File: config.mk
export PLATFORM = sky130hd
export DESIGN_NAME = hsc_host
export DESIGN_NICKNAME = d
export VERILOG_FILES = /design/src/hdl/hsc_pkg.sv /design/src/hdl/hsc_host.sv
export SDC_FILE = /design/constraint.sdc
export NUM_CORES = 1
export LEC_CHECK = 0
export ABC_AREA = 1
export ABC_CLOCK_PERIOD_IN_PS = 4900
export BUFFER_PORTS_ARGS = -buffer_cell sky130_fd_sc_hd__buf_4
export CAP_MARGIN = 20
export CORE_UTILIZATION = 45
export CTS_CLUSTER_DIAMETER = 30
export CTS_CLUSTER_SIZE = 28
export DETAILED_ROUTE_END_ITERATION = 6
export PLACE_DENSITY = 0.65
export SLEW_MARGIN = 15
export SYNTH_ARGS = -nofsm -noshare
export SYNTH_HDL_FRONTEND = slang
export SYNTH_HIERARCHICAL = 1
export SYNTH_SLANG_ARGS = --single-unit
File: constraint.sdc
create_clock -name core_clk -period 4.9 [get_ports core_clk]
set_clock_uncertainty 0.2 [all_clocks]
set_input_delay 0.98 -clock core_clk [delete_from_list [all_inputs] [get_ports core_clk]]
set_output_delay 0.98 -clock core_clk [all_outputs]
set_load 0.01 [all_outputs]
File: src/hdl/hsc_pkg.sv
// Constants and types of the terminal-side secure channel controller
package hsc_pkg;
  localparam logic [7:0] CLA_BYTE      = 8'h80; // Arbitrary class byte
  localparam logic [7:0] INS_MANAGE    = 8'h73; // Arbitrary instruction code
  localparam logic [7:0] INS_XACT      = 8'h75; // Arbitrary instruction code
  localparam logic [7:0] P1_START      = 8'h03;
  localparam logic [7:0] P1_TERM       = 8'h04;
  localparam logic [7:0] P2_CMD        = 8'h80;
  localparam logic [7:0] P2_RESP       = 8'ha0;
  localparam logic [7:0] TAG_CMD       = 8'h73;
  localparam logic [7:0] TAG_RESP      = 8'h53;
  localparam logic [7:0] TAG_SEL       = 8'h89;
  localparam logic [7:0] TAG_MASTER    = 8'h88;
  localparam logic [7:0] TAG_CONN      = 8'h8b;
  localparam logic [7:0] TAG_MAC       = 8'h8d;
  localparam logic [7:0] TAG_SIZE      = 8'h8e;
  localparam logic [7:0] TAG_XDATA     = 8'h80;
  localparam logic [7:0] LEN_SEL       = 8'h02;
  localparam logic [7:0] LEN_ID        = 8'h10;
  localparam logic [7:0] LEN_SIZE      = 8'h01;
  localparam logic [7:0] LEN_ASSOC     = 8'h20;
  localparam logic [7:0] START_TLV_LEN = 8'h2b;
  localparam logic [7:0] START_LC      = 8'h2d;
  localparam logic [7:0] TERM_TLV_LEN  = 8'h22;
  localparam logic [7:0] TERM_LC       = 8'h24;
  localparam logic [7:0] XDATA_MAX     = 8'h7f;
  localparam logic [7:0] XDATA_HDR     = 8'h02;
  localparam logic [7:0] SEL_RSVD_MASK = 8'h78;
  localparam logic [7:0] SW1_XACT      = 8'h92;
  localparam logic [7:0] SW1_PROACT    = 8'h91;
  localparam logic [15:0] SW_OK        = 16'h9000;
  localparam logic [15:0] SW_MAC_ERR   = 16'h9862;
  localparam logic [15:0] SW_NO_MEM    = 16'h6a84;
  // Byte positions in header and payloads
  localparam logic [7:0] HDR_CLA = 8'h00, HDR_INS = 8'h01, HDR_P1 = 8'h02;
  localparam logic [7:0] HDR_P2 = 8'h03, HDR_P3 = 8'h04;
  localparam logic [7:0] IDX_TAG = 8'h00, IDX_LEN = 8'h01, IDX_SEL_TAG = 8'h02;
  localparam logic [7:0] IDX_SEL_LEN = 8'h03, IDX_UCA = 8'h04, IDX_UIM = 8'h05;
  localparam logic [7:0] IDX_ID_TAG = 8'h06, IDX_ID_LEN = 8'h07, IDX_ID0 = 8'h08;
  localparam logic [7:0] IDX_MAC_TAG = 8'h18, IDX_MAC_LEN = 8'h19, IDX_MAC0 = 8'h1a;
  localparam logic [7:0] IDX_SIZE_TAG = 8'h2a, IDX_SIZE_LEN = 8'h2b;
  localparam logic [7:0] START_LEN = 8'h2d;
  localparam logic [7:0] TERM_IDX_TAG = 8'h02, TERM_IDX_LEN = 8'h03, TERM_LEN = 8'h24;
  localparam logic [7:0] RESP_SESS_IDX = 8'h02;
  localparam int NUM_SESS = 4;
  localparam int FIFO_DEPTH = 16;
  localparam int BYTE_W = 8;

  typedef enum logic [1:0] {
    OP_START = 2'b00, OP_TERM = 2'b01, OP_FETCH = 2'b10, OP_XACT = 2'b11
  } hsc_op_t;

  typedef enum logic [1:0] {
    ST_IDLE = 2'b00, ST_HDR = 2'b01, ST_BODY = 2'b10, ST_RX = 2'b11
  } hsc_state_t;

  typedef struct packed {
    hsc_op_t    op;
    logic [1:0] sess;
    logic       data_in;
    logic       abort;
    logic       retx;
    logic       fetch_term;
    logic       master;
    logic [7:0] blocks;
    logic [7:0] len;
    logic [7:0] cipher_algorithm_byte;
    logic [7:0] integrity_mechanism_byte;
    logic [7:0] size;
  } hsc_cmd_t;

  typedef struct packed {
    logic [7:0] sw1;
    logic [7:0] sw2;
    logic       ok;
    logic       more;
    logic       proactive;
    logic       retx;
    logic [1:0] resp_sess;
    logic       mac_err;
    logic       no_mem;
  } hsc_sts_t;
endpackage

File: src/hdl/hsc_host.sv
// Terminal-side controller: payload FIFO and APDU sequencer
module hsc_fifo #(
  parameter int WIDTH = 8,
  parameter int DEPTH = 16
) (
  input  wire logic             core_clk,
  input  wire logic             reset,
  input  wire logic             in_valid,
  output logic                  in_ready,
  input  wire logic [WIDTH-1:0] in_data,
  output logic                  out_valid,
  input  wire logic             out_ready,
  output logic      [WIDTH-1:0] out_data
);
  localparam int AW = $clog2(DEPTH);
  // Pointers wrap naturally, so DEPTH must be a power of two
  logic [WIDTH-1:0] mem [DEPTH];
  logic [AW-1:0]    wr_ff, rd_ff, nxt_wr, nxt_rd;
  logic [AW:0]      cnt_ff, nxt_cnt;
  logic             push, pop;

  assign in_ready  = (cnt_ff != DEPTH[AW:0]);
  assign out_valid = (cnt_ff != '0);
  assign out_data  = mem[rd_ff];
  assign push      = in_valid && in_ready;
  assign pop       = out_valid && out_ready;

  always_comb begin
    nxt_wr  = push ? wr_ff + 1'b1 : wr_ff;
    nxt_rd  = pop ? rd_ff + 1'b1 : rd_ff;
    nxt_cnt = cnt_ff + {{AW{1'b0}}, push} - {{AW{1'b0}}, pop};
  end

  always_ff @(posedge core_clk) begin
    if (reset) begin
      wr_ff  <= '0;
      rd_ff  <= '0;
      cnt_ff <= '0;
    end else begin
      wr_ff  <= nxt_wr;
      rd_ff  <= nxt_rd;
      cnt_ff <= nxt_cnt;
    end
  end

  always_ff @(posedge core_clk) begin
    if (push) begin
      mem[wr_ff] <= in_data;
    end
  end
endmodule

// Overview of operation
// Start payload holds four mandatory TLVs
// Cipher byte bits pick algorithm, b4-b7 reserved
// Exactly one bit in each selector byte
// Integrity byte bits pick mechanism, b4-b7 reserved
// Association id and start MAC 16 bytes
// Container size not above card maximum
// Start response tag 53, session b8-b7
// Session number bound to container size
// Bad terminate MAC answers 98 62
// Missing association succeeds, failure reports error
// Terminate P1 04, P2 80/A0, tag 73
// Master alone or connections of one master
// Association TLV length 32, id, MAC
// P1 b3 picks direction, b2 header only
// Up to four interleaved transfer sessions
// P2 gives remaining blocks to card
// Card may answer 92 XX, more pending
// Final block answered data transaction ongoing
// Non-last outgoing block flags more pending
// Terminal abort keeps association, drops data
// Proactive pending allows 91 XX interleave
// Outgoing case omits Lc, gives Le
// P1 session b8-b7, data b3, abort b2, retransmit b1
// SW2 fields: retransmit, proactive, session, more
// 6A 84 aborts the transfer session
// Card rejects malformed start commands
module hsc_host
  import hsc_pkg::*;
(
  input  wire logic        core_clk,
  input  wire logic        reset,
  input  wire logic        cmd_valid,
  output logic             cmd_ready,
  input  wire hsc_cmd_t    cmd,
  output logic             cmd_err,
  input  wire logic        pay_valid,
  output logic             pay_ready,
  input  wire logic [7:0]  pay_data,
  input  wire logic [7:0]  card_max_size,
  output logic             tx_valid,
  input  wire logic        tx_ready,
  output logic      [7:0]  tx_data,
  output logic             tx_last,
  input  wire logic        rx_valid,
  input  wire logic [7:0]  rx_data,
  input  wire logic        rx_is_sw,
  output logic             resp_valid,
  output logic      [7:0]  resp_data,
  output logic             done,
  output hsc_sts_t         sts,
  output logic      [3:0]  sess_open,
  output logic      [3:0]  xfer_busy
);
  hsc_state_t st_ff, nxt_st;
  hsc_cmd_t   cmd_ff, nxt_cmd;
  hsc_sts_t   sts_ff, nxt_sts;
  logic [7:0] idx_ff, nxt_idx, sw1_ff, nxt_sw1, rxi_ff, nxt_rxi, rd_ff, nxt_rd;
  logic [7:0] txd_ff, nxt_txd, pend_ff, nxt_pend;
  logic [7:0] size_ff [NUM_SESS];
  logic [7:0] nxt_size [NUM_SESS];
  logic [3:0] open_ff, nxt_open, busy_ff, nxt_busy;
  logic [1:0] rsess_ff, nxt_rsess;
  logic       swh_ff, nxt_swh, rgot_ff, nxt_rgot, txv_ff, nxt_txv, txl_ff, nxt_txl;
  logic       err_ff, nxt_err, rv_ff, nxt_rv, done_ff, nxt_done;
  logic [7:0] p1, p2, p3, blen, cbyte, cur_byte, f_data;
  logic       from_fifo, need, f_valid, adv, last_hdr, cmd_ok, sw_fire, take;
  logic [15:0] sw_word;

  hsc_fifo #(.WIDTH(BYTE_W), .DEPTH(FIFO_DEPTH)) u_fifo (
    .core_clk  (core_clk),
    .reset     (reset),
    .in_valid  (pay_valid),
    .in_ready  (pay_ready),
    .in_data   (pay_data),
    .out_valid (f_valid),
    .out_ready (adv && need),
    .out_data  (f_data)
  );

  assign cmd_ready  = (st_ff == ST_IDLE);
  assign cmd_err    = err_ff;
  assign tx_valid   = txv_ff;
  assign tx_data    = txd_ff;
  assign tx_last    = txl_ff;
  assign resp_valid = rv_ff;
  assign resp_data  = rd_ff;
  assign done       = done_ff;
  assign sts        = sts_ff;
  assign sess_open  = open_ff;
  assign xfer_busy  = busy_ff;
  assign need       = (st_ff == ST_BODY) && from_fifo;
  assign adv        = (st_ff == ST_HDR || st_ff == ST_BODY) && (!txv_ff || tx_ready)
                      && (!need || f_valid);
  assign sw_fire    = (st_ff == ST_RX) && rx_valid && rx_is_sw && swh_ff;
  assign sw_word    = {sw1_ff, rx_data};
  assign take       = (st_ff == ST_IDLE) && cmd_valid && cmd_ok;
  assign last_hdr   = (idx_ff == HDR_P3) ||
                      (idx_ff == HDR_P2 && cmd_ff.op == OP_XACT && cmd_ff.abort);

  // Acceptance check: malformed start and transact orders never reach the card
  always_comb begin
    case (cmd.op)
      OP_START: cmd_ok = $onehot(cmd.cipher_algorithm_byte) &&
                         $onehot(cmd.integrity_mechanism_byte) &&
                         ((cmd.cipher_algorithm_byte & SEL_RSVD_MASK) == 8'h00) &&
                         ((cmd.integrity_mechanism_byte & SEL_RSVD_MASK) == 8'h00) &&
                         (cmd.size != 8'h00) && (cmd.size <= card_max_size);
      OP_XACT:  cmd_ok = open_ff[cmd.sess] && (cmd.abort ||
                         (!cmd.data_in ? (cmd.blocks == 8'h00) :
                          (cmd.len != 8'h00 && cmd.len <= XDATA_MAX &&
                           cmd.len <= size_ff[cmd.sess])));
      default:  cmd_ok = 1'b1;
    endcase
  end

  // APDU byte generator
  always_comb begin
    case (cmd_ff.op)
      OP_START: p1 = P1_START;
      OP_TERM:  p1 = P1_TERM;
      OP_FETCH: p1 = cmd_ff.fetch_term ? P1_TERM : P1_START;
      default:  p1 = {cmd_ff.sess, 3'b000, cmd_ff.data_in, cmd_ff.abort, cmd_ff.retx};
    endcase
    case (cmd_ff.op)
      OP_FETCH: p2 = P2_RESP;
      OP_XACT:  p2 = cmd_ff.blocks;
      default:  p2 = P2_CMD;
    endcase
    case (cmd_ff.op)
      OP_START: p3 = START_LC;
      OP_TERM:  p3 = TERM_LC;
      OP_XACT:  p3 = cmd_ff.data_in ? cmd_ff.len + XDATA_HDR : cmd_ff.len;
      default:  p3 = cmd_ff.len;
    endcase
    case (cmd_ff.op)
      OP_START: blen = START_LEN;
      OP_TERM:  blen = TERM_LEN;
      OP_XACT:  blen = cmd_ff.data_in ? cmd_ff.len + XDATA_HDR : 8'h00;
      default:  blen = 8'h00;
    endcase
    from_fifo = 1'b0;
    cbyte     = 8'h00;
    if (st_ff == ST_HDR) begin
      case (idx_ff)
        HDR_CLA: cbyte = CLA_BYTE;
        HDR_INS: cbyte = (cmd_ff.op == OP_XACT) ? INS_XACT : INS_MANAGE;
        HDR_P1:  cbyte = p1;
        HDR_P2:  cbyte = p2;
        default: cbyte = p3;
      endcase
    end else if (cmd_ff.op == OP_START) begin
      from_fifo = (idx_ff >= IDX_ID0 && idx_ff < IDX_MAC_TAG) ||
                  (idx_ff >= IDX_MAC0 && idx_ff < IDX_SIZE_TAG);
      case (idx_ff)
        IDX_TAG:      cbyte = TAG_CMD;
        IDX_LEN:      cbyte = START_TLV_LEN;
        IDX_SEL_TAG:  cbyte = TAG_SEL;
        IDX_SEL_LEN:  cbyte = LEN_SEL;
        IDX_UCA:      cbyte = cmd_ff.cipher_algorithm_byte;
        IDX_UIM:      cbyte = cmd_ff.integrity_mechanism_byte;
        IDX_ID_TAG:   cbyte = TAG_CONN;
        IDX_ID_LEN:   cbyte = LEN_ID;
        IDX_MAC_TAG:  cbyte = TAG_MAC;
        IDX_MAC_LEN:  cbyte = LEN_ID;
        IDX_SIZE_TAG: cbyte = TAG_SIZE;
        IDX_SIZE_LEN: cbyte = LEN_SIZE;
        default:      cbyte = cmd_ff.size;
      endcase
    end else if (cmd_ff.op == OP_TERM) begin
      // One association TLV per command keeps the list trivially consistent
      from_fifo = (idx_ff > TERM_IDX_LEN);
      case (idx_ff)
        IDX_TAG:      cbyte = TAG_CMD;
        IDX_LEN:      cbyte = TERM_TLV_LEN;
        TERM_IDX_TAG: cbyte = cmd_ff.master ? TAG_MASTER : TAG_CONN;
        default:      cbyte = LEN_ASSOC;
      endcase
    end else begin
      from_fifo = (idx_ff > IDX_LEN);
      cbyte     = (idx_ff == IDX_TAG) ? TAG_XDATA : cmd_ff.len;
    end
    cur_byte = from_fifo ? f_data : cbyte;
  end

  // Sequencer and response capture
  always_comb begin
    nxt_st    = st_ff;
    nxt_cmd   = cmd_ff;
    nxt_idx   = idx_ff;
    nxt_sw1   = sw1_ff;
    nxt_swh   = swh_ff;
    nxt_rxi   = rxi_ff;
    nxt_rsess = rsess_ff;
    nxt_rgot  = rgot_ff;
    nxt_sts   = sts_ff;
    nxt_rd    = rd_ff;
    nxt_err   = 1'b0;
    nxt_rv    = 1'b0;
    nxt_done  = 1'b0;
    nxt_txv   = txv_ff && !tx_ready;
    nxt_txd   = txd_ff;
    nxt_txl   = txl_ff;
    if (adv) begin
      nxt_txv = 1'b1;
      nxt_txd = cur_byte;
      nxt_txl = 1'b0;
    end
    case (st_ff)
      ST_IDLE: begin
        if (take) begin
          nxt_cmd         = cmd;
          nxt_cmd.data_in = cmd.data_in && !cmd.abort;
          nxt_st          = ST_HDR;
          nxt_idx         = 8'h00;
        end else if (cmd_valid) begin
          nxt_err = 1'b1;
        end
      end
      ST_HDR: begin
        if (adv) begin
          nxt_idx = idx_ff + 8'h01;
          if (last_hdr) begin
            nxt_idx = 8'h00;
            nxt_st  = (idx_ff == HDR_P3 && blen != 8'h00) ? ST_BODY : ST_RX;
            nxt_txl = !(idx_ff == HDR_P3 && blen != 8'h00);
          end
        end
      end
      ST_BODY: begin
        if (adv) begin
          nxt_idx = idx_ff + 8'h01;
          if (idx_ff == blen - 8'h01) begin
            nxt_st  = ST_RX;
            nxt_txl = 1'b1;
          end
        end
      end
      ST_RX: begin
        if (rx_valid && rx_is_sw && !swh_ff) begin
          nxt_sw1 = rx_data;
          nxt_swh = 1'b1;
        end else if (sw_fire) begin
          nxt_sts.sw1       = sw1_ff;
          nxt_sts.sw2       = rx_data;
          nxt_sts.ok        = (sw_word == SW_OK) || (sw1_ff == SW1_XACT);
          nxt_sts.more      = (sw1_ff == SW1_XACT) && rx_data[0];
          nxt_sts.proactive = ((sw1_ff == SW1_XACT) && rx_data[3]) ||
                              (sw1_ff == SW1_PROACT);
          nxt_sts.retx      = (sw1_ff == SW1_XACT) && rx_data[4];
          nxt_sts.resp_sess = rx_data[2:1];
          nxt_sts.mac_err   = (sw_word == SW_MAC_ERR);
          nxt_sts.no_mem    = (sw_word == SW_NO_MEM);
          nxt_done          = 1'b1;
          nxt_swh           = 1'b0;
          nxt_rxi           = 8'h00;
          nxt_rgot          = 1'b0;
          nxt_st            = ST_IDLE;
        end else if (rx_valid && !rx_is_sw) begin
          nxt_rv  = 1'b1;
          nxt_rd  = rx_data;
          nxt_rxi = rxi_ff + 8'h01;
          if (rxi_ff == RESP_SESS_IDX && cmd_ff.op == OP_FETCH && !cmd_ff.fetch_term) begin
            nxt_rsess = rx_data[7:6];
            nxt_rgot  = 1'b1;
          end
        end
      end
      default: nxt_st = ST_IDLE;
    endcase
  end

  always_ff @(posedge core_clk) begin
    if (reset) begin
      st_ff    <= ST_IDLE;
      cmd_ff   <= '0;
      idx_ff   <= 8'h00;
      sw1_ff   <= 8'h00;
      swh_ff   <= 1'b0;
      rxi_ff   <= 8'h00;
      rsess_ff <= 2'b00;
      rgot_ff  <= 1'b0;
      sts_ff   <= '0;
      rd_ff    <= 8'h00;
      err_ff   <= 1'b0;
      rv_ff    <= 1'b0;
      done_ff  <= 1'b0;
      txv_ff   <= 1'b0;
      txd_ff   <= 8'h00;
      txl_ff   <= 1'b0;
    end else begin
      st_ff    <= nxt_st;
      cmd_ff   <= nxt_cmd;
      idx_ff   <= nxt_idx;
      sw1_ff   <= nxt_sw1;
      swh_ff   <= nxt_swh;
      rxi_ff   <= nxt_rxi;
      rsess_ff <= nxt_rsess;
      rgot_ff  <= nxt_rgot;
      sts_ff   <= nxt_sts;
      rd_ff    <= nxt_rd;
      err_ff   <= nxt_err;
      rv_ff    <= nxt_rv;
      done_ff  <= nxt_done;
      txv_ff   <= nxt_txv;
      txd_ff   <= nxt_txd;
      txl_ff   <= nxt_txl;
    end
  end

  // Session table: busy set on take; open set, busy cleared on status, never in the same cycle
  always_comb begin
    nxt_open = open_ff;
    nxt_busy = busy_ff;
    nxt_size = size_ff;
    nxt_pend = pend_ff;
    if (take && cmd.op == OP_START) begin
      nxt_pend = cmd.size;
    end
    if (take && cmd.op == OP_XACT && !cmd.abort) begin
      nxt_busy[cmd.sess] = 1'b1;
    end
    if (sw_fire && cmd_ff.op == OP_FETCH && !cmd_ff.fetch_term && rgot_ff &&
        sw_word == SW_OK) begin
      nxt_open[rsess_ff] = 1'b1;
      nxt_size[rsess_ff] = pend_ff;
      nxt_busy[rsess_ff] = 1'b0;
    end
    if (sw_fire && cmd_ff.op == OP_XACT) begin
      if (cmd_ff.abort || sw_word == SW_NO_MEM) begin
        nxt_busy[cmd_ff.sess] = 1'b0;
      end else if (sw1_ff == SW1_XACT && !rx_data[0]) begin
        nxt_busy[rx_data[2:1]] = 1'b0;
      end
    end
  end

  always_ff @(posedge core_clk) begin
    if (reset) begin
      open_ff <= 4'h0;
      busy_ff <= 4'h0;
      size_ff <= '{default: 8'h00};
      pend_ff <= 8'h00;
    end else begin
      open_ff <= nxt_open;
      busy_ff <= nxt_busy;
      size_ff <= nxt_size;
      pend_ff <= nxt_pend;
    end
  end
endmodule

==> results by stage, run 1 <==
Yosys:
- By count the netlist is led by nand2_1 (409), inv_1 (311), dfxtp_1 (187).
- The async set or reset register ratio after synthesis is 0%.
- Yosys instantiated no cell more often than nand2_1.
- In the synthesized netlist, the number of instances is 2039.
- The main flop type after synthesis is dfxtp_1.
- The count of unique library cells instantiated by Yosys is 57.
- The Yosys step of the flow raised 6 warnings.
- The top-area cell type share of the netlist area is 23.97%.
- Ranked by total cell area, the synthesized netlist is headed by edfxtp_1 (24%), dfxtp_1 (23%), nand2_1 (9.6%).
- The proportion of synthesized chip area in sequential cells is 47.32%.
- The post-synthesis cell type with the largest combined area is edfxtp_1.
- After synthesis the netlist holds a flip-flop and latch count of 315.
- The mean post-synth cell area is 7.864 um^2.
- The number of nets in the synthesized netlist is 2177.
- The count of flip-flops with a built-in enable after synthesis is 128.
- Summing every instance area after synthesis gives 16040 um^2.

Worst setup path:
- The classification of the worst setup path is primary input to flop.
- Walking the worst path, the cells encountered are buf_4, inv_1, fa_1, fa_1, fa_1, inv_1, ha_1, inv_1, fa_1, nand2_1, nor3_1, nand3_1, nor2_1, a21oi_1, nand2_1, nand2_2, buf_12, a21oi_4, buf_4, nand3_1, a21oi_1.
- The kind of cell with the highest combined delay along the critical path is adder cells.
- Together, buffers and inverters on the worst path number 6.
- Of all nets on the critical path, the largest fanout is 8.
- Data on the critical path is required at its endpoint by 5.20 ns.
- The largest individual stage delay along the critical path comes from the cell fa_1.
- The most common cell type on the critical path is fa_1.
- At the worst endpoint, the arrival time is 4.79 ns.
- The endpoint type of the worst setup path is a flop.
- The startpoint identified for the worst register-to-register timing path is idx_ff[1].
- In this run the register-to-register setup slack is 0.87 ns.
- The largest single stage delay on the critical path is 0.58 ns.
- The worst reg2reg path endpoint is u_fifo/cnt_ff[4].
- Measured in cells, the most critical reg-to-reg path has a length of 22.
- STA classifies the critical path startpoint as a primary input.

Power:
- The leakage power is 8.677 nW.
- The highest ir drop seen on vdd is 0.3363 mV.
- The post-layout total power is 0.009609 W.
- In this run the power density over the cells is 485.1 nW/um^2.

Timing:
- Based on the critical path, the design can be clocked at up to 222.9 MHz.
- The hold violation total from the final report is 0.
- The final setup slack of the worst path is 0.4136 ns.
- The share of the cycle needed by the critical path after routing is 91.56%.
- Counting I/O delays and the setup requirement, the final critical path takes 4.486 ns.
- Setup repair after global routing left no endpoint under its margin.
- The final count of pins violating max slew is 0.
- The worst slew slack as a fraction of its limit is 39.39%.
- The number of failing setup endpoints in the final timing report is 0.
- At the pin with the least slew margin, the transition time is 0.9059 ns.

Placement:
- At the placement stage, the worst setup path has a slack of -0.1673 ns.
- The detailed placement HPWL is 31640 um.
- The count of buffers added on input and output ports is 134.
- The final weighted congestion in routability-driven placement is 0.9172.
- The cell area after placement is 17490 um^2.

Detailed routing:
- The count of routing violations after the opening detailed-route iteration is 1152.
- The number of vias after detailed routing is 14.37k.
- After detailed routing, the total wire length is 45670 um.
- The DRC violations left is 0.
- The first-pass iteration count of the detailed router is 5.
- The routed via count divided by cell count is 5.302.
- In the final routed layout, each cell accounts on average for 16.85 um.
- In this run the remaining antenna-violating nets after routing total 0.

Clock network:
- The clock reaches the later pin of the worst-skew pair after 0.57 ns.
- The maximum clock insertion buffer count is 3.
- The total CTS buffers is 69.
- The CTS tree is yes.
- The buffer cell driving the clock tree root is clkbuf_16.
- Clock-pin slew was measured on the worst setup and hold paths at 0.05 ns.
- Post-CTS repair changed the size of 0 cells.
- The total number of H-tree levels is 3.
- The clock drives 315 sinks.
- After clock tree synthesis, the flow added hold-fix buffers numbering 0.
- After clock tree synthesis, the setup repair step added 0 buffers.

Floorplanning:
- The placement row count is 68.
- The die width is 190.8 um.
- The core box area is 34800 um^2.
- The starting density of the core is 46.08%.
- The die covers 36390 um^2.
- The die is 190.8 um tall.
- 135 I/O pins were placed.

Hold path:
- The path with the worst hold slack has its endpoint at cmd_ff[40].
- The path type of the worst min-delay path is flop to flop.
- The launch point of the worst hold path is cmd_ff[40].
- The instance count along the most critical hold path is 2.

Global route:
- The maximum number of pins on one net before global-route repair is 80.
- The first-pass GRT wire length is 71460 um.
- The global-route total usage across every layer is 25.18%.
- The total overflow left after global routing is 0.
- The initial antenna violation count is 0.
- The number of global-route vias before repair was 13.53k.

Finish:
- The end-of-flow core utilization is 56.92%.
- The layout overhead on the synthesized area is 23.52%.
- The number of inserted diodes is 0.
- The net count of the finished layout is 2337.
- Cells with a size suffix above 1 make up 15.21% of the layout.
- The finished cells cover 19810 um^2.

Outcome:
- The run finished with clean final reports.

Job:
- The tool flagged a number of max-cap violations equal to 0.
## per-layer routing
metal | part of all wire [%] | up-vias | global-route usage (%) | wire [um]
met5 | 0 | - | 0 | 0
met4 | 2.7 | 0 | 9.600 | 1215
met2 | 44 | 524 | 38.03 | 20120
li1 | - | 7048 | - | -
met1 | 46 | 6722 | 35.29 | 20970
met3 | 7.4 | 75 | 5.079 | 3360
## registers in the layout, summed over array words and instances (netlist names), 2 cells and up, named ones only
signal,flops
u_fifo/cnt_ff,5
resp_data,8
idx_ff,8
u_fifo/wr_ff,4
st_ff,2
pend_ff,8
u_fifo/mem,128
tx_data,8
size_ff,32
rsess_ff,2
xfer_busy,4
u_fifo/rd_ff,4
sw1_ff,8
rxi_ff,8
cmd_ff,49
sts,22
sess_open,4
## worst reg2reg max path, cell delays in order, from the launching register on
cell,delay [ns]
dfxtp_1,0.54
inv_1,0.16
ha_1,0.26
nand2_1,0.15
a21oi_4,0.11
a21oi_2,0.21
nand4_2,0.14
nand2_2,0.31
nor3_1,0.09
buf_4,0.18
nand2_1,0.12
inv_1,0.09
ha_1,0.27
inv_1,0.06
ha_1,0.17
inv_1,0.06
fa_1,0.38
inv_1,0.07
nand2_1,0.06
nand2_1,0.06
a21oi_1,0.07
nor2_1,0.09
nor2_1,0.05
## kinds of logic (layout without fill, tap and decap cells)
group | Yosys count | after routing | share of synthesized area, %
flip-flops | 315 | 315 | 47.32
AO/OA/AOI/OAI | 375 | 375 | 12.79
AND/OR/NAND/NOR | 879 | 879 | 24.34
adder cells (fa/ha/maj) | 58 | 58 | 4.947
buffers and inverters | 406 | 622 | 10.28
XOR/XNOR | 6 | 6 | 0.3277
## worst max-delay path by stage
stage	startpoint	end	slack, ns	depth (start not counted)
final	cmd[16]	idx_ff[6]	0.41	21
after global routing	cmd[17]	idx_ff[4]	0.15	21
after CTS	cmd[16]	idx_ff[0]	0.43	21
after detailed placement	cmd[16]	idx_ff[6]	-0.17	21
after global placement	cmd[8]	idx_ff[6]	-0.08	21
after floorplan	cmd[8]	cmd_ff[43]	0.22	19
## layout make-up
cell class,instances,area (um^2)
clock buffer,89,1903
clock inverter,38,414.1
timing repair buffer,165,1289
fill,3139,14990
sequential,315,7589
tap,455,569.3
multi-input combinational,1318,6799
inverter,330,1245
## where the power goes
part           leakage [nW]  internal, W  switching, W
clock network          1.13      0.00302       0.00149
logic                  4.87     0.000691       0.00137
registers              2.67      0.00292      0.000125
total                  8.68      0.00663       0.00298
## through the flow
stage / std cells / setup TNS, ns / hold WS (ns)
2_1_floorplan: 2039 / 0 / 0.2205
3_5_place_dp: 2583 / -1.884 / 0.2535
5_1_grt: 2710 / 0 / 0.2758
6_report: 2710 / 0 / 0.2601
4_1_cts: 2710 / 0 / 0.2600
3_3_place_gp: 2582 / -0.6651 / 0.2388
## cells in the final DEF (no fill, tap or decap), types with 5 or more instances in the layout
master      netlist  layout
bufinv_16         0       5
fa_1              9       9
nor4_1            8       8
clkbuf_1         26      11
clkinvlp_4        0       5
clkinv_2          0      16
ha_1             49      49
nand2_1         409     409
a221oi_1          7       7
inv_1           311     311
o22ai_1          15      15
clkbuf_8          0       8
a21oi_1         165     165
nor3_1           26      26
nand4_1          31      31
clkbuf_16         0      70
buf_4             7     161
edfxtp_1        128     128
o21ai_0         148     148
nand3_1         186     186
nor2_2            9       9
inv_2            14      14
a21oi_2           6       6
a211oi_1          7       7
nand2_2           7       7
dfxtp_1         187     186
nor2_1          177     177
Note: power is estimated with default switching activity, not from simulation.
==> inputs of run 2 (changes only) <==
--- a/config.mk
+++ b/config.mk
@@ -17,5 +17,4 @@
 export SLEW_MARGIN = 15
 export SYNTH_ARGS = -nofsm -noshare
 export SYNTH_HDL_FRONTEND = slang
-export SYNTH_HIERARCHICAL = 1
 export SYNTH_SLANG_ARGS = --single-unit
==> run 2 against run 1 <==
Compared with the run above:
- wire length is 6.2% lower
- sequential share of layout area is 1.9 points higher
- global-route usage hardly changed
- clock power is 2% lower
- clock-buffer cell count is 16 lower
- setup slack worse by 0.11 ns
- largest cell class unchanged
- largest power group unchanged
==> results by stage, run 2 <==
Outcome:
- The flow ran to the end, and the final reports show no timing, DRC or antenna violations.

Finish:
- The flip-flop count of the largest register, all copies and words added is 128 (unchanged).
- The number of nets in the layout is 2057 (-12%).
- Leaving out fill and tap cells, the most frequent cells in the layout are nand2_1 (243), nor2_1 (207), o21ai_0 (197), inv_1 (190), dfxtp_1 (186).
- The largest registers in the layout are u_fifo.mem: 128 flops, cmd_ff: 49 flops, size_ff: 32 flops.
- The most common cell after layout, fill and taps aside is nand2_1.
- The layout cell share with drive strength beyond 1 is 16.35% (+1.1 points).
- The number of inserted diodes is 0 (unchanged).
- The layout filler cell count is 2913 (-7.2%).
- The layout overhead on the synthesized area is 24.67%.
- The end-of-flow core utilization was 57.51% (+0.59 points).
- u_fifo.mem holds more flip-flops than any other register.
- The post-route standard cell area excluding fillers was 18850 um^2 (-4.8%).

Worst setup path:
- The maximum net fanout on the critical path is 7 (-1).
- The family with the most delay on the worst path is adder cells.
- The data required time at the worst endpoint was 5.22 ns (+0.02 ns).
- The delay of the slowest critical-path stage came to 0.53 ns (-0.05 ns).
- The worst path arrival time is 4.92 ns (+0.13 ns).
- STA classifies the critical path endpoint as a flop.
- On the critical path, the stage with the largest delay is an instance of fa_1.
- The critical path launch point type is a primary input.
- The number of buffer and inverter instances along the worst setup path came to 6 (unchanged).
- Traced cell by cell, the critical path runs through buf_4, inv_1, fa_1, fa_1, fa_1, inv_1, ha_1, inv_1, fa_1, nand2_1, nor3_1, nand2_1, nor2_1, nand2_1, nor2_1, a21oi_1, nand2_1, nand2_4, buf_4, a21oi_2, nand3_1, nand2_1, inv_1, nor2_1.
- The critical path in this run is classified as primary input to flop.
- The most common cell type on the critical path is nand2_1.

Clock network:
- The total CTS buffers was 61 (-12%).
- The total number of H-tree levels is 2 (-1).
- TritonCTS built the clock tree.
- The buffers inserted during post-CTS setup optimization is 0 (unchanged).
- The number of clock sinks was 315 (unchanged).
- The number of hold buffers added after CTS is 0 (unchanged).
- The maximum clock insertion buffer count is 3 (unchanged).
- The buffer cell driving the clock tree root is clkbuf_16.
- The clock-pin transition on the worst setup and hold timing paths is 0.05 ns (about the same).
- The number of instances resized during post-cts repair is 0 (unchanged).
- The clock latency at the later pin of the worst-skew pair is 0.59 ns (+0.02 ns).

Power:
- The total net switching power is 0.003019 W (+1.4%).
- The design internal power is 0.006621 W (-0.16%).
- The leakage power is 7.617 nW (-12%).
- The proportion of power drawn by flip-flops and latches was 31.9% (+0.2 points).
- The power per unit of standard cell area came to 511.3 nW/um^2 (+5.4%).
- The clock network fraction of design power came to 45.9% (-1.0 points).
- The fraction of power spent switching nets is 31.32% (+0.33 points).
- The highest ir drop seen on vdd came to 0.3329 mV (-1.0%).
- The combinational fraction of design power came to 22.2% (+0.8 points).

Timing:
- The hold violation total from the final report is 0 (unchanged).
- The share of the cycle needed by the critical path after routing is 93.85% (+2.3 points).
- The number of failing setup endpoints in the final timing report is 0 (unchanged).
- The final count of pins violating max slew is 0 (unchanged).
- The transition at the pin with the smallest max-transition slack is 0.9726 ns (+0.06669 ns).
- The worst slew slack as a fraction of its limit is 34.92% (-4.5 points).
- The highest clock frequency the design can meet is 217.5 MHz (-2.4%).
- The final critical path time including I/O delays and setup is 4.599 ns (+0.1122 ns).

Placement:
- The detailed placement HPWL came to 29850 um (-5.7%).
- The cell area after placement is 16590 um^2 (-5.2%).
- The final weighted congestion in routability-driven placement is 0.9702 (+5.8%).
- The count of input and output buffers was 134 (unchanged).

Yosys:
- By count the netlist is led by nand2_1 (244), nor2_1 (207), o21ai_0 (197).
- The count of flip-flops with a built-in enable after synthesis came to 128 (unchanged).
- The net count after synthesis was 1904 (-13%).
- The mean post-synth cell area came to 8.568 um^2 (+8.9%).
- The number of storage elements in the synthesis netlist is 315 (unchanged).
- The post-synthesis cell type with the largest combined area is edfxtp_1.
- The count of yosys warnings during synthesis was 0 (-6).
- The async set or reset register ratio after synthesis came to 0% (unchanged).
- The proportion of synthesized chip area in sequential cells was 50.17% (+2.9 points).
- The main flop type after synthesis is dfxtp_1.
- The count of unique library cells instantiated by Yosys is 55 (-3.5%).
- The netlist area before placement was 15120 um^2 (-5.7%).
- By area the synthesized netlist is led by edfxtp_1 (25%), dfxtp_1 (25%), o21ai_0 (6.5%).
- The top-area cell type share of the netlist area is 25.42% (+1.4 points).
- The most common cell in the synthesized netlist is nand2_1.
- The number of instances in the synthesized netlist was 1765 (-13%).

Global route:
- The number of global-route vias before repair is 12.57k (-7.1%).
- The remaining global-route overflow is 0 (unchanged).
- The initial antenna violation count is 0 (unchanged).
- The global-route total usage across every layer is 25.14% (-0.039 points).
- The maximum number of pins on one net before global-route repair is 65 (-19%).
- The first-pass GRT wire length is 67630 um (-5.4%).

Floorplanning:
- The die area was 34340 um^2 (-5.6%).
- The die width is 185.3 um (-2.9%).
- The overall die height is 185.3 um (-2.9%).
- The placement row count is 66 (-2.9%).
- The core box area is 32780 um^2 (-5.8%).
- The starting density of the core is 46.13% (about the same).
- The count of boundary I/O pins is 135 (unchanged).

Detailed routing:
- The sum of routed wire length over all layers is 42850 um (-6.2%).
- The DRC violations left is 0 (unchanged).
- The first-pass iteration count of the detailed router came to 6 (+1).
- The routed via count divided by cell count came to 5.484 (+3.4%).
- The count of routing violations after the opening detailed-route iteration was 1120 (-2.8%).
- The number of vias after detailed routing is 13.23k (-7.9%).
- The routed length per placed instance is 17.76 um (+5.4%).
- The remaining antenna violation count is 0 (unchanged).

Hold path:
- The path type of the worst min-delay path is flop to flop.

Job:
- The max-capacitance violation count is 0 (unchanged).
-- run 2: cell types whose count changed in the layout (fill, tap and decap cells not counted), moves of 11 or more --
cell / before / now
nand2_1: 409 / 243
nand3_1: 186 / 70
o32ai_1: 0 / 11
mux2i_1: 0 / 21
o21ai_0: 148 / 197
o221ai_1: 0 / 21
nor2_1: 177 / 207
inv_1: 311 / 190
-- run 2: power groups by stage --
stage | combinational (W) | clock, W | sequential (W)
CTS | 0.00210 | 0.00448 | 0.00307
floorplan | 0.00145 | 0 | 0.00307
detailed placement | 0.00209 | 0 | 0.00312
global route | 0.00239 | 0.00460 | 0.00309
finish | 0.00214 | 0.00443 | 0.00308
global placement | 0.00205 | 0 | 0.00312
-- run 2: metal layers --
| metal | vias to the layer above | track usage [%] | wire [um] |
|---|---|---|---|
| li1 | 6407 | - | - |
| met1 | 6242 | 36.36 | 19780 |
| met2 | 502 | 38.44 | 18850 |
| met3 | 77 | 4.109 | 3253 |
| met4 | 0 | 7.240 | 963 |
| met5 | - | 0 | 0 |
-- run 2: through the flow --
stage / TNS, ns / worst slack, ns / hold slack [ns] / cells / power (W)
floorplan: 0 / 0.2125 / 0.2239 / 1765 / 0.004516
global placement: -4.046 / -0.2142 / 0.2364 / 2297 / 0.005166
detailed placement: -12.93 / -0.3530 / 0.2532 / 2297 / 0.005207
CTS: 0 / 0.2339 / 0.2602 / 2412 / 0.009652
global route: -0.01251 / -0.01251 / 0.2820 / 2412 / 0.01009
finish: 0 / 0.3014 / 0.2613 / 2412 / 0.009640
-- run 2: final cells by class --
type | instances | area, um^2 | area share, %
clock buffer | 73 | 1663 | 8.820
clock inverter | 42 | 579.3 | 3.073
inverter | 207 | 777.0 | 4.121
multi-input combinational | 1172 | 6459 | 34.26
sequential | 315 | 7589 | 40.25
tap | 442 | 553.0 | 2.933
timing repair buffer | 161 | 1234 | 6.544
-- run 2: worst paths after layout --
path / depth (start not counted) / slack [ns] / to / start
max: 24 / 0.30 / st_ff[0] / cmd[17]
min: 2 / 0.26 / cmd_ff[23] / cmd_ff[23]
max reg2reg: 17 / 1.03 / u_fifo.cnt_ff[4] / idx_ff[1]
min reg2reg: 2 / 0.26 / cmd_ff[23] / cmd_ff[23]
-- run 2: worst min-delay path, stage by stage (launching register included) --
cell and delay [ns]:
dfxtp_1 0.29, inv_1 0.06, a21oi_1 0.06
-- run 2: kinds of logic (layout without fill, tap and decap cells) --
logic type | Yosys count | after routing | share of synthesized area [%]
AO/OA/AOI/OAI | 467 | 467 | 17.62
XOR/XNOR | 3 | 3 | 0.1738
adder cells (fa/ha/maj) | 59 | 59 | 5.328
buffers and inverters | 278 | 483 | 7.273
flip-flops | 315 | 315 | 50.17
multiplexers | 21 | 21 | 1.390
AND/OR/NAND/NOR | 622 | 622 | 18.05
==> inputs of run 3 (changes only) <==
--- a/config.mk
+++ b/config.mk
@@ -9,6 +9,7 @@
 export ABC_CLOCK_PERIOD_IN_PS = 4900
 export BUFFER_PORTS_ARGS = -buffer_cell sky130_fd_sc_hd__buf_4
 export CAP_MARGIN = 20
+export CORE_MARGIN = 5
 export CORE_UTILIZATION = 45
 export CTS_CLUSTER_DIAMETER = 30
 export CTS_CLUSTER_SIZE = 28
==> run 3 against run 2 <==
Compared with the run above:
- cell count increased by 0.46%
- highest routed layer unchanged
- final area increased by 0.75%
- register-to-register slack improved by 0.08 ns
- hold slack got worse by 0.0012 ns
- largest cell class unchanged
- largest power group unchanged
- die area increased by 8.8%
==> results by stage, run 3 (synthesis results as in run 2) <==
Timing:
- The summed negative setup slack over all endpoints is 0 ns (unchanged).
- The transition at the pin with the smallest max-transition slack came to 1.003 ns (+0.03024 ns).
- The final count of pins violating max slew is 0 (unchanged).
- The share of the cycle needed by the critical path after routing came to 93.71% (-0.14 points).
- The hold violation total from the final report is 0 (unchanged).
- The worst slew slack as a fraction of its limit is 32.90% (-2.0 points).
- The number of failing setup endpoints in the final timing report is 0 (unchanged).
- Setup repair after global routing left no endpoint under its margin.
- The final critical path time including I/O delays and setup was 4.592 ns (-0.006922 ns).
- The highest clock frequency the design can meet came to 217.8 MHz (+0.15%).

Job:
- The max-capacitance violation count is 0 (unchanged).

Power:
- The fraction of power spent switching nets is 31.06% (-0.25 points).
- The total net switching power is 0.003082 W (+2.1%).
- The power per unit of standard cell area is 522.3 nW/um^2 (+2.2%).
- The combinational fraction of design power is 21.1% (-1.1 points).
- The proportion of power drawn by flip-flops and latches is 31.2% (-0.7 points).
- The leakage power came to 7.672 nW (+0.72%).
- The highest ir drop seen on vdd is 0.4700 mV (+41%).
- The design internal power is 0.006840 W (+3.3%).
- The clock network fraction of design power is 47.7% (+1.8 points).

Clock network:
- The number of instances resized during post-cts repair is 0 (unchanged).
- The number of clock sinks is 315 (unchanged).
- The maximum clock insertion buffer count is 3 (unchanged).
- The CTS tree is yes.
- The total number of H-tree levels is 3 (+1).
- The clock-pin transition on the worst setup and hold timing paths is 0.05 ns (about the same).
- The buffer cell driving the clock tree root is clkbuf_16.
- The buffers inserted during post-CTS setup optimization is 0 (unchanged).
- The clock latency at the later pin of the worst-skew pair was 0.56 ns (-0.03 ns).
- The number of hold buffers added after CTS is 0 (unchanged).
- The total CTS buffers is 68 (+11%).

Finish:
- Leaving out fill and tap cells, the most frequent cell in the layout is nand2_1.
- The layout cell share with drive strength beyond 1 is 16.51% (+0.16 points).
- The number of nets in the layout is 2060 (+0.15%).
- The number of inserted diodes is 0 (unchanged).
- The layout filler cell count came to 3008 (+3.3%).
- The register with the most flip-flops in the final layout is u_fifo.mem.
- The flip-flop count of the largest register, all copies and words added was 128 (unchanged).
- The library cells used most frequently in the layout, excluding fill and tap cells, are nand2_1 (243), nor2_1 (207), o21ai_0 (197), inv_1 (190), dfxtp_1 (185).
- The multi-input logic area is 6437 um^2 (-0.33%).
- The largest registers in the layout are u_fifo.mem: 128 flops, cmd_ff: 49 flops, size_ff: 32 flops.
- The sequential cell area is 7590 um^2 (about the same).
- Compared with the post-synthesis result, the final layout area differs by 25.61%.
- The post-layout instance count excluding filler cells came to 2423 (+0.46%).

Placement:
- The final weighted congestion in routability-driven placement is 0.9640 (-0.64%).
- The cell count after placement came to 2299 (+0.087%).
- The count of input and output buffers is 134 (unchanged).
- The detailed placement HPWL is 30050 um (+0.67%).

Worst setup path:
- The setup slack on the worst flop-to-flop path is 1.11 ns (+0.08 ns).
- The data required time at the worst endpoint came to 5.20 ns (-0.02 ns).
- The worst path arrival time came to 4.89 ns (-0.03 ns).
- The maximum net fanout on the critical path came to 20 (+13).
- The launch point of the critical path is cmd[19].
- The worst reg2reg path endpoint is u_fifo.cnt_ff[4].
- The critical path launch point type is a primary input.
- The endpoint type of the worst setup path is a flop.
- The cell depth of the worst flop-to-flop path is 17 (unchanged).
- The critical path is of the primary input to flop type.
- Following the worst setup path forward leads to its endpoint at xfer_busy[0].
- The worst register-to-register path begins at idx_ff[1].

Floorplanning:
- The count of boundary I/O pins came to 135 (unchanged).
- The overall die height is 193.3 um (+4.3%).
- The placement row count was 67 (+1.5%).
- The starting density of the core is 45.32% (-0.80 points).
- The core box area came to 33360 um^2 (+1.8%).
- The die width is 193.3 um (+4.3%).
- The die area is 37370 um^2 (+8.8%).

Detailed routing:
- The number of vias after detailed routing is 13.28k (+0.42%).
- The first-pass iteration count of the detailed router was 6 (unchanged).
- The remaining antenna violation count came to 0 (unchanged).
- The DRC violations left came to 0 (unchanged).
- The count of routing violations after the opening detailed-route iteration is 1171 (+4.6%).
- The routed via count divided by cell count is 5.482 (about the same).
- The sum of routed wire length over all layers is 43020 um (+0.40%).
- The routed length per placed instance is 17.76 um (about the same).

Global route:
- The remaining global-route overflow is 0 (unchanged).
- The first-pass GRT wire length was 68480 um (+1.3%).
- The number of global-route vias before repair came to 12.86k (+2.3%).
- The maximum number of pins on one net before global-route repair is 116 (+78%).
- The initial antenna violation count is 0 (unchanged).
- The global-route total usage across every layer is 22.19% (-2.9 points).

Outcome:
- The flow ran to the end, and the final reports show no timing, DRC or antenna violations.

Hold path:
- The path type of the worst min-delay path is flop to flop.
run 3: changes by cell type in the layout (fill, tap and decap cells not counted), moves of 2 or more:
| cell | before | now |
|---|---|---|
| clkinvlp_4 | 9 | 12 |
| buf_4 | 159 | 155 |
| clkinv_8 | 0 | 3 |
| clkinv_4 | 4 | 2 |
| clkbuf_16 | 62 | 70 |
| bufinv_16 | 11 | 9 |
run 3: how the worst min path moves through the flow:
stage,from,to,cells past startpoint
finish,sts[1],sts[1],1
global route,tx_data[5],tx_data[5],2
CTS,rxi_ff[7],rxi_ff[7],1
detailed placement,rxi_ff[7],rxi_ff[7],1
global placement,rxi_ff[7],rxi_ff[7],1
floorplan,rxi_ff[7],rxi_ff[7],1
run 3: per-layer routing:
| layer | GRT usage [%] | wire length (um) | vias up |
|---|---|---|---|
| li1 | - | - | 6421 |
| met5 | 0 | 0 | - |
| met4 | 7.448 | 1194 | 0 |
| met3 | 4.557 | 2951 | 87 |
| met2 | 34.28 | 19460 | 491 |
| met1 | 31.36 | 19410 | 6285 |
run 3: metrics by stage:
stage	utilization, %	hold slack (ns)	setup slack, ns	area, um^2	total power [W]
final	56.93	0.2600	0.3083	18990	0.009922
after detailed placement	49.66	0.2485	-0.2369	16570	0.005200
after global placement	49.66	0.2400	-0.09800	16570	0.005165
after floorplan	-	0.2239	0.2125	15120	0.004516
after global routing	56.93	0.2753	0.03534	18990	0.01039
after CTS	56.93	0.2617	0.3201	18990	0.009956
run 3: area by class of cell:
type	count	share of cell area [%]
Clock buffer	83	9.900
Clock inverter	41	2.872
Inverter	207	4.091
Multi-Input combinational cell	1172	33.89
Sequential cell	315	39.96
Tap cell	448	2.951
Timing Repair Buffer	157	6.337
run 3: power by group through the flow:
stage | Sequential [W] | Clock, W | Combinational [W]
3_3_place_gp | 0.00313 | 0 | 0.00203
3_5_place_dp | 0.00313 | 0 | 0.00207
2_1_floorplan | 0.00307 | 0 | 0.00145
5_1_grt | 0.00311 | 0.00492 | 0.00236
4_1_cts | 0.00309 | 0.00478 | 0.00208
6_report | 0.00309 | 0.00473 | 0.00210
run 3: worst max-delay path, stage by stage:
cell	delay [ns]
buf_4	0.11
inv_1	0.09
fa_1	0.44
fa_1	0.52
fa_1	0.41
inv_1	0.07
ha_1	0.15
inv_1	0.05
fa_1	0.48
nand2_1	0.05
nor3_1	0.13
nand2_1	0.07
nor2_1	0.10
nand2_1	0.05
nor2_1	0.11
a21oi_1	0.08
nand2_1	0.10
nand2_2	0.15
buf_4	0.24
nor3_1	0.18
buf_4	0.17
a21oi_1	0.06
nor2_1	0.10
